$ cat src/shared/trace_unit_pkg.sv
package trace_unit_pkg;
	// Register indices within the nine-byte register window
	localparam logic [3:0] OFS_CMP_A_HIGH = 4'h0;
	localparam logic [3:0] OFS_CMP_A_LOW = 4'h1;
	localparam logic [3:0] OFS_CMP_B_HIGH = 4'h2;
	localparam logic [3:0] OFS_CMP_B_LOW = 4'h3;
	localparam logic [3:0] OFS_FIFO_HIGH = 4'h4;
	localparam logic [3:0] OFS_FIFO_LOW = 4'h5;
	localparam logic [3:0] OFS_CONTROL = 4'h6;
	localparam logic [3:0] OFS_TRIGGER = 4'h7;
	localparam logic [3:0] OFS_STATUS = 4'h8;
	// Control register field positions
	localparam int CTRL_ENABLE_BIT = 7;
	localparam int CTRL_ARM_BIT = 6;
	localparam int CTRL_TAG_BIT = 5;
	localparam int CTRL_BREAK_REQUEST_ENABLE_BIT = 4;
	localparam int CTRL_DIR_A_BIT = 3;
	localparam int CTRL_DIRQ_A_BIT = 2;
	localparam int CTRL_DIR_B_BIT = 1;
	localparam int CTRL_DIRQ_B_BIT = 0;
	// Trigger register field positions; bits 5:4 always read zero
	localparam int TRIG_SELECT_BIT = 7;
	localparam int TRIG_BEGIN_BIT = 6;
	localparam logic [7:0] TRIG_WRITE_MASK = 8'hcf;
	// Reset values
	localparam logic [7:0] CMP_RESET = 8'h00;
	localparam logic [7:0] CTRL_RESET = 8'h00;
	localparam logic [7:0] TRIG_RESET = 8'h00;
	localparam logic [7:0] ZERO_BYTE = 8'h00;
	// Trigger mode codes
	localparam logic [3:0] MODE_A_ONLY = 4'h0;
	localparam logic [3:0] MODE_A_OR_B = 4'h1;
	localparam logic [3:0] MODE_A_THEN_B = 4'h2;
	localparam logic [3:0] MODE_EVT_B = 4'h3;
	localparam logic [3:0] MODE_A_EVT_B = 4'h4;
	localparam logic [3:0] MODE_A_AND_B = 4'h5;
	localparam logic [3:0] MODE_A_NOT_B = 4'h6;
	localparam logic [3:0] MODE_INSIDE = 4'h7;
	localparam logic [3:0] MODE_OUTSIDE = 4'h8;
	// Buffer geometry
	localparam int FIFO_DEPTH = 8;
	localparam logic [3:0] FIFO_FULL = 4'h8;
	// Run sequencer states, Gray along idle, wait, store
	typedef enum logic [1:0] {
		RUN_IDLE = 2'b00,
		RUN_WAIT = 2'b01,
		RUN_STORE = 2'b11
	} run_state_t;
endpackage

$ cat src/shared/fifo_port_if.sv
interface fifo_port_if #(parameter int WIDTH = 16);
	// Capture push, armed only
	logic push;
	logic [WIDTH-1:0] push_data;
	// Read pop, unarmed only, refills the last slot
	logic pop;
	logic [WIDTH-1:0] pop_fill;
	// Oldest word, presented to the read port
	logic [WIDTH-1:0] head;
	modport owner (output push, output push_data, output pop, output pop_fill, input head);
	modport store (input push, input push_data, input pop, input pop_fill, output head);
endinterface

$ cat src/rtl/address_comparator.sv
module address_comparator #(
	parameter int AW = 16
) (
	// Clock and reset, only for checking
	input wire logic ref_clk,
	input wire logic rst_n,
	// Setup
	input wire logic enable,
	input wire logic [AW-1:0] value,
	input wire logic dir_qualify,
	input wire logic dir_value,
	// Bus probe
	input wire logic [AW-1:0] addr,
	input wire logic rw,
	input wire logic valid,
	// Result
	output logic hit
);
	// Direction only matters when qualification is on
	always_comb begin
		hit = enable && valid && (addr == value) && (!dir_qualify || (rw == dir_value));
	end
endmodule

$ cat src/rtl/trace_fifo.sv
module trace_fifo #(
	parameter int WIDTH = 16,
	parameter int DEPTH = 8
) (
	// Clock and reset
	input wire logic ref_clk,
	input wire logic rst_n,
	// Owner side
	fifo_port_if.store port
);
	// Shift chain, slot 0 is oldest
	logic [WIDTH-1:0] words [DEPTH];

	// Push or pop both shift toward slot 0 and load the top
	always_ff @(posedge ref_clk) begin
		if (!rst_n) begin
			for (int i = 0; i < DEPTH; i++) begin
				words[i] <= '0;
			end
		end else if (port.push || port.pop) begin
			for (int i = 0; i < DEPTH - 1; i++) begin
				words[i] <= words[i+1];
			end
			words[DEPTH-1] <= port.push ? port.push_data : port.pop_fill;
		end
	end

	// Head is a flop output
	always_comb begin
		port.head = words[0];
	end
endmodule

$ cat src/rtl/trace_unit.sv
// How it works
// Two 16-bit comparators, high/low byte registers
// Comparator bytes reset zero, locked while armed
// Buffer registers read-only, writes ignored
// Event-only modes: high byte reads zero
// High byte read never advances buffer
// Each low byte read advances buffer; code advances only when unarmed
// Software avoids buffer reads while armed
// Unarmed low read stores last opcode address
// Profiling acts as eight-deep shift
// Control register accessible at any time
// Enable cannot be set while secure
// Arm sets flag; completion or disable clears
// Bit 5 picks tag or force break
// Bit 4 enables break on trigger
// Comparator A optional direction qualification
// Comparator B optional direction qualification
// Qualification choice never moves break timing
// Run ends on full or trigger
// Modes 3, 4 store B events
// Disabled unit: no match, capture, break
module trace_unit #(
	parameter int AW = 16
) (
	// Clock and reset
	input wire logic ref_clk,
	input wire logic rst_n,
	// Register access port
	input wire logic [3:0] reg_addr,
	input wire logic reg_wr,
	input wire logic reg_rd,
	input wire logic [7:0] reg_wdata,
	output logic [7:0] reg_rdata,
	// CPU bus probe
	input wire logic [AW-1:0] cpu_addr,
	input wire logic [7:0] cpu_data,
	input wire logic cpu_rw,
	input wire logic cpu_valid,
	input wire logic cpu_fetch,
	input wire logic cpu_secure,
	// Break requests to the CPU
	output logic brk_req,
	output logic brk_tag
);
	// Comparator values
	logic [AW-1:0] cmp_a_reg;
	logic [AW-1:0] cmp_b_reg;
	// Control and trigger setup
	logic [7:0] ctrl_reg;
	logic [7:0] ctrl_next;
	logic [7:0] trig_reg;
	// Run status
	logic af_reg;
	logic bf_reg;
	logic [3:0] cnt_reg;
	trace_unit_pkg::run_state_t state_reg;
	trace_unit_pkg::run_state_t state_next;
	// Address of the latest opcode fetch
	logic [AW-1:0] last_fetch_reg;
	// Outputs held in flops
	logic [7:0] rdata_reg;
	logic brk_req_reg;
	logic brk_tag_reg;
	// Decode and event terms
	logic armed;
	logic arm_rise;
	logic hit_a;
	logic hit_b;
	logic qual;
	logic a_ev;
	logic b_ev;
	logic trig_ev;
	logic event_only;
	logic begin_trace;
	logic run_done;
	logic [7:0] rd_mux;

	fifo_port_if #(.WIDTH(AW)) fport ();

	// Range test used by both range modes
	function automatic logic in_range(input logic [AW-1:0] a, input logic [AW-1:0] lo,
			input logic [AW-1:0] hi);
		in_range = (a >= lo) && (a <= hi);
	endfunction

	// Trigger condition for each mode; event-only and unused codes never fire
	function automatic logic mode_hit(input logic [3:0] mode, input logic a, input logic b,
			input logic a_before, input logic inr);
		case (mode)
			trace_unit_pkg::MODE_A_ONLY: mode_hit = a;
			trace_unit_pkg::MODE_A_OR_B: mode_hit = a || b;
			trace_unit_pkg::MODE_A_THEN_B: mode_hit = b && a_before;
			trace_unit_pkg::MODE_A_AND_B: mode_hit = a && b;
			trace_unit_pkg::MODE_A_NOT_B: mode_hit = a && !b;
			trace_unit_pkg::MODE_INSIDE: mode_hit = inr;
			trace_unit_pkg::MODE_OUTSIDE: mode_hit = !inr;
			default: mode_hit = 1'b0;
		endcase
	endfunction

	// Comparator A and B
	address_comparator #(.AW(AW)) u_cmp_a (
		.ref_clk(ref_clk),
		.rst_n(rst_n),
		.enable(ctrl_reg[trace_unit_pkg::CTRL_ENABLE_BIT]),
		.value(cmp_a_reg),
		.dir_qualify(ctrl_reg[trace_unit_pkg::CTRL_DIRQ_A_BIT]),
		.dir_value(ctrl_reg[trace_unit_pkg::CTRL_DIR_A_BIT]),
		.addr(cpu_addr),
		.rw(cpu_rw),
		.valid(cpu_valid),
		.hit(hit_a)
	);
	address_comparator #(.AW(AW)) u_cmp_b (
		.ref_clk(ref_clk),
		.rst_n(rst_n),
		.enable(ctrl_reg[trace_unit_pkg::CTRL_ENABLE_BIT]),
		.value(cmp_b_reg),
		.dir_qualify(ctrl_reg[trace_unit_pkg::CTRL_DIRQ_B_BIT]),
		.dir_value(ctrl_reg[trace_unit_pkg::CTRL_DIR_B_BIT]),
		.addr(cpu_addr),
		.rw(cpu_rw),
		.valid(cpu_valid),
		.hit(hit_b)
	);

	// Capture buffer
	trace_fifo #(.WIDTH(AW), .DEPTH(trace_unit_pkg::FIFO_DEPTH)) u_fifo (
		.ref_clk(ref_clk),
		.rst_n(rst_n),
		.port(fport)
	);

	// Match qualification and mode decode
	always_comb begin
		armed = ctrl_reg[trace_unit_pkg::CTRL_ARM_BIT];
		// Tag-style qualification keeps only opcode fetches
		qual = !trig_reg[trace_unit_pkg::TRIG_SELECT_BIT] || cpu_fetch;
		a_ev = armed && hit_a && qual;
		b_ev = armed && hit_b && qual;
		event_only = (trig_reg[3:0] == trace_unit_pkg::MODE_EVT_B) ||
			(trig_reg[3:0] == trace_unit_pkg::MODE_A_EVT_B);
		// Event-only runs are always begin traces
		begin_trace = trig_reg[trace_unit_pkg::TRIG_BEGIN_BIT] || event_only;
		trig_ev = armed && cpu_valid && qual && ctrl_reg[trace_unit_pkg::CTRL_ENABLE_BIT] &&
			mode_hit(trig_reg[3:0], hit_a, hit_b, af_reg,
			in_range(cpu_addr, cmp_a_reg, cmp_b_reg));
	end

	// Buffer write port: pushes while storing, pops on unarmed low reads
	always_comb begin
		fport.push = 1'b0;
		if (state_reg == trace_unit_pkg::RUN_STORE && armed) begin
			if (event_only) begin
				fport.push = b_ev;
			end else begin
				fport.push = cpu_valid && cpu_fetch;
			end
		end
		// Event data keeps only the low byte
		fport.push_data = event_only ? {trace_unit_pkg::ZERO_BYTE, cpu_data} : cpu_addr;
		// Held still while armed so reads cannot disturb capture
		fport.pop = reg_rd && (reg_addr == trace_unit_pkg::OFS_FIFO_LOW) && !armed;
		fport.pop_fill = last_fetch_reg;
	end

	// Run completion: full for begin traces, trigger for end traces
	always_comb begin
		run_done = 1'b0;
		if (state_reg == trace_unit_pkg::RUN_STORE && armed) begin
			if (begin_trace) begin
				run_done = fport.push && (cnt_reg == trace_unit_pkg::FIFO_FULL - 4'h1);
			end else begin
				run_done = trig_ev;
			end
		end
	end

	// Control write; a software set wins over completion
	always_comb begin
		ctrl_next = ctrl_reg;
		if (run_done) begin
			ctrl_next[trace_unit_pkg::CTRL_ARM_BIT] = 1'b0;
		end
		if (reg_wr && reg_addr == trace_unit_pkg::OFS_CONTROL) begin
			ctrl_next = reg_wdata;
			ctrl_next[trace_unit_pkg::CTRL_ENABLE_BIT] =
				reg_wdata[trace_unit_pkg::CTRL_ENABLE_BIT] && !cpu_secure;
		end
		// Arm cannot outlive the enable
		if (!ctrl_next[trace_unit_pkg::CTRL_ENABLE_BIT]) begin
			ctrl_next[trace_unit_pkg::CTRL_ARM_BIT] = 1'b0;
		end
		arm_rise = ctrl_next[trace_unit_pkg::CTRL_ARM_BIT] && !armed;
	end

	// Control register
	always_ff @(posedge ref_clk) begin
		if (!rst_n) begin
			ctrl_reg <= trace_unit_pkg::CTRL_RESET;
		end else begin
			ctrl_reg <= ctrl_next;
		end
	end

	// Comparator and trigger setup, frozen while armed
	always_ff @(posedge ref_clk) begin
		if (!rst_n) begin
			cmp_a_reg <= {trace_unit_pkg::CMP_RESET, trace_unit_pkg::CMP_RESET};
			cmp_b_reg <= {trace_unit_pkg::CMP_RESET, trace_unit_pkg::CMP_RESET};
			trig_reg <= trace_unit_pkg::TRIG_RESET;
		end else if (reg_wr && !armed) begin
			if (reg_addr == trace_unit_pkg::OFS_CMP_A_HIGH) begin
				cmp_a_reg[15:8] <= reg_wdata;
			end else if (reg_addr == trace_unit_pkg::OFS_CMP_A_LOW) begin
				cmp_a_reg[7:0] <= reg_wdata;
			end else if (reg_addr == trace_unit_pkg::OFS_CMP_B_HIGH) begin
				cmp_b_reg[15:8] <= reg_wdata;
			end else if (reg_addr == trace_unit_pkg::OFS_CMP_B_LOW) begin
				cmp_b_reg[7:0] <= reg_wdata;
			end else if (reg_addr == trace_unit_pkg::OFS_TRIGGER) begin
				trig_reg <= reg_wdata & trace_unit_pkg::TRIG_WRITE_MASK;
			end
			// Buffer offsets have no write decode at all
		end
	end

	// Run sequencer
	always_comb begin
		state_next = state_reg;
		case (state_reg)
			trace_unit_pkg::RUN_IDLE: begin
				if (arm_rise) begin
					// End traces and plain event-only store from the start
					if (!begin_trace || trig_reg[3:0] == trace_unit_pkg::MODE_EVT_B) begin
						state_next = trace_unit_pkg::RUN_STORE;
					end else begin
						state_next = trace_unit_pkg::RUN_WAIT;
					end
				end
			end
			trace_unit_pkg::RUN_WAIT: begin
				if (trig_reg[3:0] == trace_unit_pkg::MODE_A_EVT_B) begin
					if (a_ev) begin
						state_next = trace_unit_pkg::RUN_STORE;
					end
				end else if (trig_ev) begin
					state_next = trace_unit_pkg::RUN_STORE;
				end
			end
			trace_unit_pkg::RUN_STORE: begin
				if (run_done) begin
					state_next = trace_unit_pkg::RUN_IDLE;
				end
			end
			default: state_next = trace_unit_pkg::RUN_IDLE;
		endcase
		// Manual stop from software
		if (!ctrl_next[trace_unit_pkg::CTRL_ARM_BIT] && !arm_rise) begin
			state_next = trace_unit_pkg::RUN_IDLE;
		end
	end

	always_ff @(posedge ref_clk) begin
		if (!rst_n) begin
			state_reg <= trace_unit_pkg::RUN_IDLE;
		end else begin
			state_reg <= state_next;
		end
	end

	// Match flags and valid count, cleared at run start
	always_ff @(posedge ref_clk) begin
		if (!rst_n) begin
			af_reg <= 1'b0;
			bf_reg <= 1'b0;
			cnt_reg <= 4'h0;
		end else if (arm_rise) begin
			af_reg <= 1'b0;
			bf_reg <= 1'b0;
			cnt_reg <= 4'h0;
		end else begin
			af_reg <= af_reg || a_ev;
			bf_reg <= bf_reg || b_ev;
			// Saturates; end traces keep overwriting the oldest word
			if (fport.push && cnt_reg != trace_unit_pkg::FIFO_FULL) begin
				cnt_reg <= 4'(cnt_reg + 4'h1);
			end
		end
	end

	// Latest opcode fetch address for profiling
	always_ff @(posedge ref_clk) begin
		if (!rst_n) begin
			last_fetch_reg <= '0;
		end else if (cpu_valid && cpu_fetch) begin
			last_fetch_reg <= cpu_addr;
		end
	end

	// Break request, same cycle for either qualification style
	always_ff @(posedge ref_clk) begin
		if (!rst_n) begin
			brk_req_reg <= 1'b0;
			brk_tag_reg <= 1'b0;
		end else begin
			brk_req_reg <= run_done && ctrl_reg[trace_unit_pkg::CTRL_BREAK_REQUEST_ENABLE_BIT];
			brk_tag_reg <= ctrl_reg[trace_unit_pkg::CTRL_TAG_BIT] &&
				ctrl_reg[trace_unit_pkg::CTRL_BREAK_REQUEST_ENABLE_BIT];
		end
	end

	// Read multiplexer; unmapped indices read zero
	always_comb begin
		rd_mux = trace_unit_pkg::ZERO_BYTE;
		if (reg_addr == trace_unit_pkg::OFS_CMP_A_HIGH) begin
			rd_mux = cmp_a_reg[15:8];
		end else if (reg_addr == trace_unit_pkg::OFS_CMP_A_LOW) begin
			rd_mux = cmp_a_reg[7:0];
		end else if (reg_addr == trace_unit_pkg::OFS_CMP_B_HIGH) begin
			rd_mux = cmp_b_reg[15:8];
		end else if (reg_addr == trace_unit_pkg::OFS_CMP_B_LOW) begin
			rd_mux = cmp_b_reg[7:0];
		end else if (reg_addr == trace_unit_pkg::OFS_FIFO_HIGH) begin
			rd_mux = event_only ? trace_unit_pkg::ZERO_BYTE : fport.head[15:8];
		end else if (reg_addr == trace_unit_pkg::OFS_FIFO_LOW) begin
			rd_mux = fport.head[7:0];
		end else if (reg_addr == trace_unit_pkg::OFS_CONTROL) begin
			rd_mux = ctrl_reg;
		end else if (reg_addr == trace_unit_pkg::OFS_TRIGGER) begin
			rd_mux = trig_reg;
		end else if (reg_addr == trace_unit_pkg::OFS_STATUS) begin
			rd_mux = {af_reg, bf_reg, armed, 1'b0, cnt_reg};
		end
	end

	// Read data latched on the read strobe
	always_ff @(posedge ref_clk) begin
		if (!rst_n) begin
			rdata_reg <= trace_unit_pkg::ZERO_BYTE;
		end else if (reg_rd) begin
			rdata_reg <= rd_mux;
		end
	end

	assign reg_rdata = rdata_reg;
	assign brk_req = brk_req_reg;
	assign brk_tag = brk_tag_reg;
endmodule

$ cat config.mk
export PLATFORM = sky130hd
export DESIGN_NAME = trace_unit
export DESIGN_NICKNAME = d
export VERILOG_FILES = /design/src/shared/trace_unit_pkg.sv /design/src/shared/fifo_port_if.sv /design/src/rtl/address_comparator.sv /design/src/rtl/trace_fifo.sv /design/src/rtl/trace_unit.sv
export SDC_FILE = /design/constraint.sdc
export NUM_CORES = 1
export LEC_CHECK = 0
export ABC_AREA = 1
export ABC_CLOCK_PERIOD_IN_PS = 13600
export BUFFER_PORTS_ARGS = -buffer_cell sky130_fd_sc_hd__buf_2
export CAP_MARGIN = 5
export CORE_UTILIZATION = 40
export DETAILED_ROUTE_END_ITERATION = 10
export PLACE_DENSITY = 0.56
export SYNTH_ARGS = -nofsm -noshare
export SYNTH_HDL_FRONTEND = slang
export SYNTH_HIERARCHICAL = 1
export SYNTH_SLANG_ARGS = --single-unit
$ cat constraint.sdc
create_clock -name ref_clk -period 13.6 [get_ports ref_clk]
set_clock_uncertainty 0.2 [all_clocks]
set_input_delay 0 -clock ref_clk [delete_from_list [all_inputs] [get_ports ref_clk]]
set_output_delay 0 -clock ref_clk [all_outputs]
set_load 0.02 [all_outputs]
## Word level (Yosys, flattened, before mapping)

Memories as Yosys holds them, arrays and structs flattened.
Index checks and enable logic that the tools add are counted.

| storage, ports and cells | value |
|---|---|
| bits in registers | 80 |
| RAM bits | 128 |
| memories | 1 |
| logic and storage cells | 160 |

Memory list:

| name | words | width | rd ports | clocked after memory_dff | write ports | RTL line | text |
|---|---|---|---|---|---|---|---|
| u_fifo.words | 8 | 16 | 8 | 0 | 8 | trace_fifo.sv:12 | `logic [WIDTH-1:0] words [DEPTH];` |

| operators by class | value |
|---|---|
| equality and inequality tests | 28 |
| add/sub/neg operators | 1 |
| reduce and logical (&&, ||, !) cells | 61 |
| bitwise operators | 13 |
| magnitude comparators | 2 |
| muxes and demuxes | 39 |

Operators by type and width:

| operator | count |
|---|---|
| 16-bit two-way mux | 10 |
| 8-bit two-way mux | 11 |
| 4-bit by 3-bit equality test with 1-bit output (second input constant) | 9 |
| 16-bit equality test | 2 |
| 1-bit logical AND | 30 |
| 4-bit by 2-bit equality test with 1-bit output (second input constant) | 4 |
| 16-bit greater-or-equal comparator | 1 |
| 16-bit <= comparator | 1 |
| 2-bit two-way mux | 6 |
| 1-bit zero test | 10 |
| 1-bit logical OR | 10 |
| 1-bit two-way mux | 10 |
| 4-bit by 1-bit equality test with 1-bit output (second input constant) | 2 |
| 4-bit equality test (second input constant) | 2 |
| 4-bit zero test | 2 |
| 1-bit bitwise OR | 8 |
| 4-bit AND reduction | 2 |
| 1-bit one-hot mux with 7 select lines | 1 |
| 3-bit != test (second input constant) | 2 |
| 2-bit one-hot mux with 3 select lines | 1 |
| 6-bit AND reduction | 1 |
| 1-bit NOT | 5 |
| 5-bit AND reduction | 1 |
| 4-bit by 1-bit adder with 4-bit output (second input constant) | 1 |
| other kinds (9) | 12 |

## Longest topological paths before layout

| logic depth | value |
|---|---|
| depth after elaboration | 17 |
| mapped depth | 24 |
| mapped depth without buffers | 24 |

## Cells and area by module

Netlist, hierarchy kept.

Modules (own cells, without submodules):

| module | cells each | instances | area an instance (um2) |
|---|---|---|---|
| trace_fifo | 479 | 1 | 5646.7 |
| trace_unit | 647 | 1 | 4453.0 |
| address_comparator | 72 | 2 | 307.8 |

## Worst setup path after synthesis

OpenSTA, ideal clock, no wires.

| path | value |
|---|---|
| path kind | register -> register |
| start point | reg ctrl_reg[7] |
| end point | mem u_fifo.words[0][0], enable pin |
| stages on the path, launching flop included | 16 |
| data required time | 12908 ps |
| clock period less this slack | 5289 ps |
| arrival | 4596 ps |
| setup slack | 8311 ps |
| library setup time | 492 ps |
| cells stage by stage | dfxtp_1 nand2_1 nor2_1 nand2_1 nor2_1 nand3_1 nor2_1 inv_1 nor2_1 nor2_2 a211oi_4 buf_2 nor2_4 buf_6 buf_8 nand2_1 |

RTL lines:

| item | RTL line | text |
|---|---|---|
| from (decl) | trace_unit.sv:49 | `logic [7:0] ctrl_reg;` |
| from (signal assigned) | trace_unit.sv:200 | `ctrl_reg <= trace_unit_pkg::CTRL_RESET;` |
| from (signal assigned) | trace_unit.sv:202 | `ctrl_reg <= ctrl_next;` |
| to (decl) | trace_fifo.sv:12 |  |

==> results.ini <==
[sta]
period_needed_ns=4.166
timing.final.crit_share=0.3064
rsz0062_at_grt=no
tns_ns=0
worst_slew_pin_slew_ns=1.073
finalHoldViolations=0
setup_viol_count_final=0
relSlewSlack=0.2850
slew_violations=0
max_freq_mhz=240.0

[finish]
mostFrequentLayoutCells=inv_1, nand2_1, nor2_1
multi_input_comb_area_um2=3884
nNetsFinal=1422
final_common_cell=inv_1
antenna_cells=0
seq_area_um2=5445
syn2layout_area_growth_pct=15.12
fillCellCount=2582
largest_reg_flops=128
largest_register=u_fifo/words
fin_util=0.4720
drive_gt1_frac=0.1109

[global_routing]
antenna_found_initial=0
grt_use_total=0.1984
grt-ovfl-total=0
grt_pass1_wl_um=42680
grt_max_degree=96
first_global_vias=7760

[floorplan]
die_height_um=165.7
io_pins=54
initial_core_util=0.4100
placementRows=59
die-area_um2=27450
core_um2=26130
die_w_um=165.7

[logic_synthesis]
ys.flop_type=edfxtp_1
syn_inst=1270
synth-edff-count=128
synthesis.area_um2=10720
async_flop_share=0
ys_types=42
syn_nets=1348
ys_ff_latch=208
yosysWarnings=6
syn_area_per_cell_um2=8.437
synth-seq-area-share=0.5082

[power_and_ir_drop]
power_frac_comb=0.081
p_int_mw=1.105
p_seq_frac=0.484
leakage_nw=5.181
switching_share=0.2385
p_switching_uw=346.2
vdd_drop_max_v=0.00007278
power.density_nw_per_um2=117.6
clock_power_share=0.435

[setup_path]
worstPathArrival_ns=4.09
worstPathMaxFanout=86
r2r-end=u_fifo/words[0][27]
worst-r2r-setup-slack_ns=9.43
reg2reg_from=ctrl_reg[7]
cp.required_ns=13.52
ff2ff_path_depth=14
crit_path_end=u_fifo/words[0][27]
startpoint=ctrl_reg[7]
critPathCaptureType=flop
start_kind=flop
critPathKind=reg2reg

[min_path]
hp-class=in2reg

[drt]
drtPass1Iterations=8
vias_per_cell=4.885
ant_nets=0
wl_um=27120
vias=8290
drt-initial-drc-count=616
drcViolationCount=6
wl_per_cell_um=15.98

[run_status]
violations=design-rule violations
status=finished, violations left

[clocking]
clkSlewWorstSetupHoldPaths_ns=0.06
post-cts-setup-buffer-count=0
clock_latency_ns=0.52
htreeDepth=1
cts_resized=0
cts_tree=done
root_buffer=clkbuf_16
cts-buffers-inserted=24
max-clock-path-buffers=3
cts.sink_count=208

[job]
cap_viol_max_count=0

[placed_design]
portBuffers=53
finalWeightedCongestion=0.9255
place_hpwl_um=18600

worst min-delay path by stage:
stage                       startpoint  depth (start not counted)             endpoint  slack [ns]
after floorplan           reg_wdata[0]                          2          ctrl_reg[0]       -0.07
after global placement      cpu_secure                          3          ctrl_reg[7]        0.14
after detailed placement    cpu_secure                          3          ctrl_reg[7]        0.13
after CTS                  reg_addr[2]                          5          trig_reg[1]       0.007
after global routing             rst_n                          3  u_fifo/words[0][10]         0.1
final                      reg_addr[2]                          5          trig_reg[0]        0.04
power groups by stage:
stage	Sequential, mW	Combinational [mW]	Clock, mW
floorplan	0.716	0.0736	0
global placement	0.716	0.107	0
detailed placement	0.716	0.108	0
CTS	0.703	0.118	0.646
global route	0.705	0.133	0.669
finish	0.703	0.118	0.631
final cells by class:
type,count,area share
clock buffer,29,0.05193
timing repair buffer,109,0.06573
clock inverter,15,0.01045
inverter,267,0.08165
multi-input combinational,734,0.3148
tap,335,0.03398
sequential,208,0.4414
metrics by stage:
stage	power (mW)	std cells	hold slack, ns	cell area [µm²]	setup WS [ns]
3_3_place_gp	0.8226	1603	0.1415	11070	9.494
6_report	1.451	1697	0.04095	12340	9.434
2_1_floorplan	0.7897	1270	-0.06510	10720	8.311
3_5_place_dp	0.8239	1603	0.1298	11070	9.425
5_1_grt	1.507	1697	0.09642	12340	9.059
4_1_cts	1.466	1697	0.007049	12340	9.423
synthesized netlist by cell type (8+ instances only):
| cell | count | area (µm²) |
|---|---|---|
| inv_1 | 261 | 979.7 |
| buf_2 | 20 | 100.1 |
| nor3_1 | 65 | 325.3 |
| buf_6 | 8 | 90.09 |
| clkbuf_1 | 15 | 56.30 |
| a21oi_1 | 76 | 380.4 |
| nor2_1 | 132 | 495.5 |
| o21ai_0 | 78 | 390.4 |
| edfxtp_1 | 128 | 3844 |
| nand3_1 | 25 | 125.1 |
| nand4_1 | 9 | 56.30 |
| ha_1 | 34 | 425.4 |
| buf_4 | 17 | 127.6 |
| dfxtp_1 | 80 | 1602 |
| nand2_1 | 226 | 848.3 |
| nor3_2 | 40 | 400.4 |
cell families (layout without fill, tap and decap cells):
logic type	after synthesis	in the layout	share of synthesized area
compound gates	179	179	0.09225
xor+xnor	12	12	0.009808
fa+ha+maj	34	34	0.03970
buf+inv	328	420	0.1301
flops	208	208	0.5082
simple gates	509	509	0.2200
layer usage:
layer,up-vias,track usage,part of all wire
li1,4204,-,-
met1,3802,0.2852,0.46
met2,249,0.3132,0.45
met3,35,0.03226,0.069
met4,0,0.04388,0.018
met5,-,0,0
critical path, cell delays in order, from the launching register on:
cell	delay, ns
dfxtp_1	0.41
nand2_1	0.08
nor2_1	0.17
nand2_1	0.07
nor2_1	0.10
nand3_1	0.11
nor2_1	0.19
inv_1	0.08
nor2_1	0.17
nor2_2	0.08
a211oi_4	0.22
nor2_4	0.06
buf_4	0.32
nand2_4	0.51
buf_4	0.89
repair_timing:
item,in CTS,in global routing
hold endpoints to repair,93,0
setup endpoints to repair,0,0
hold buffers,50,0
Power figures use the tool's default switching activity.
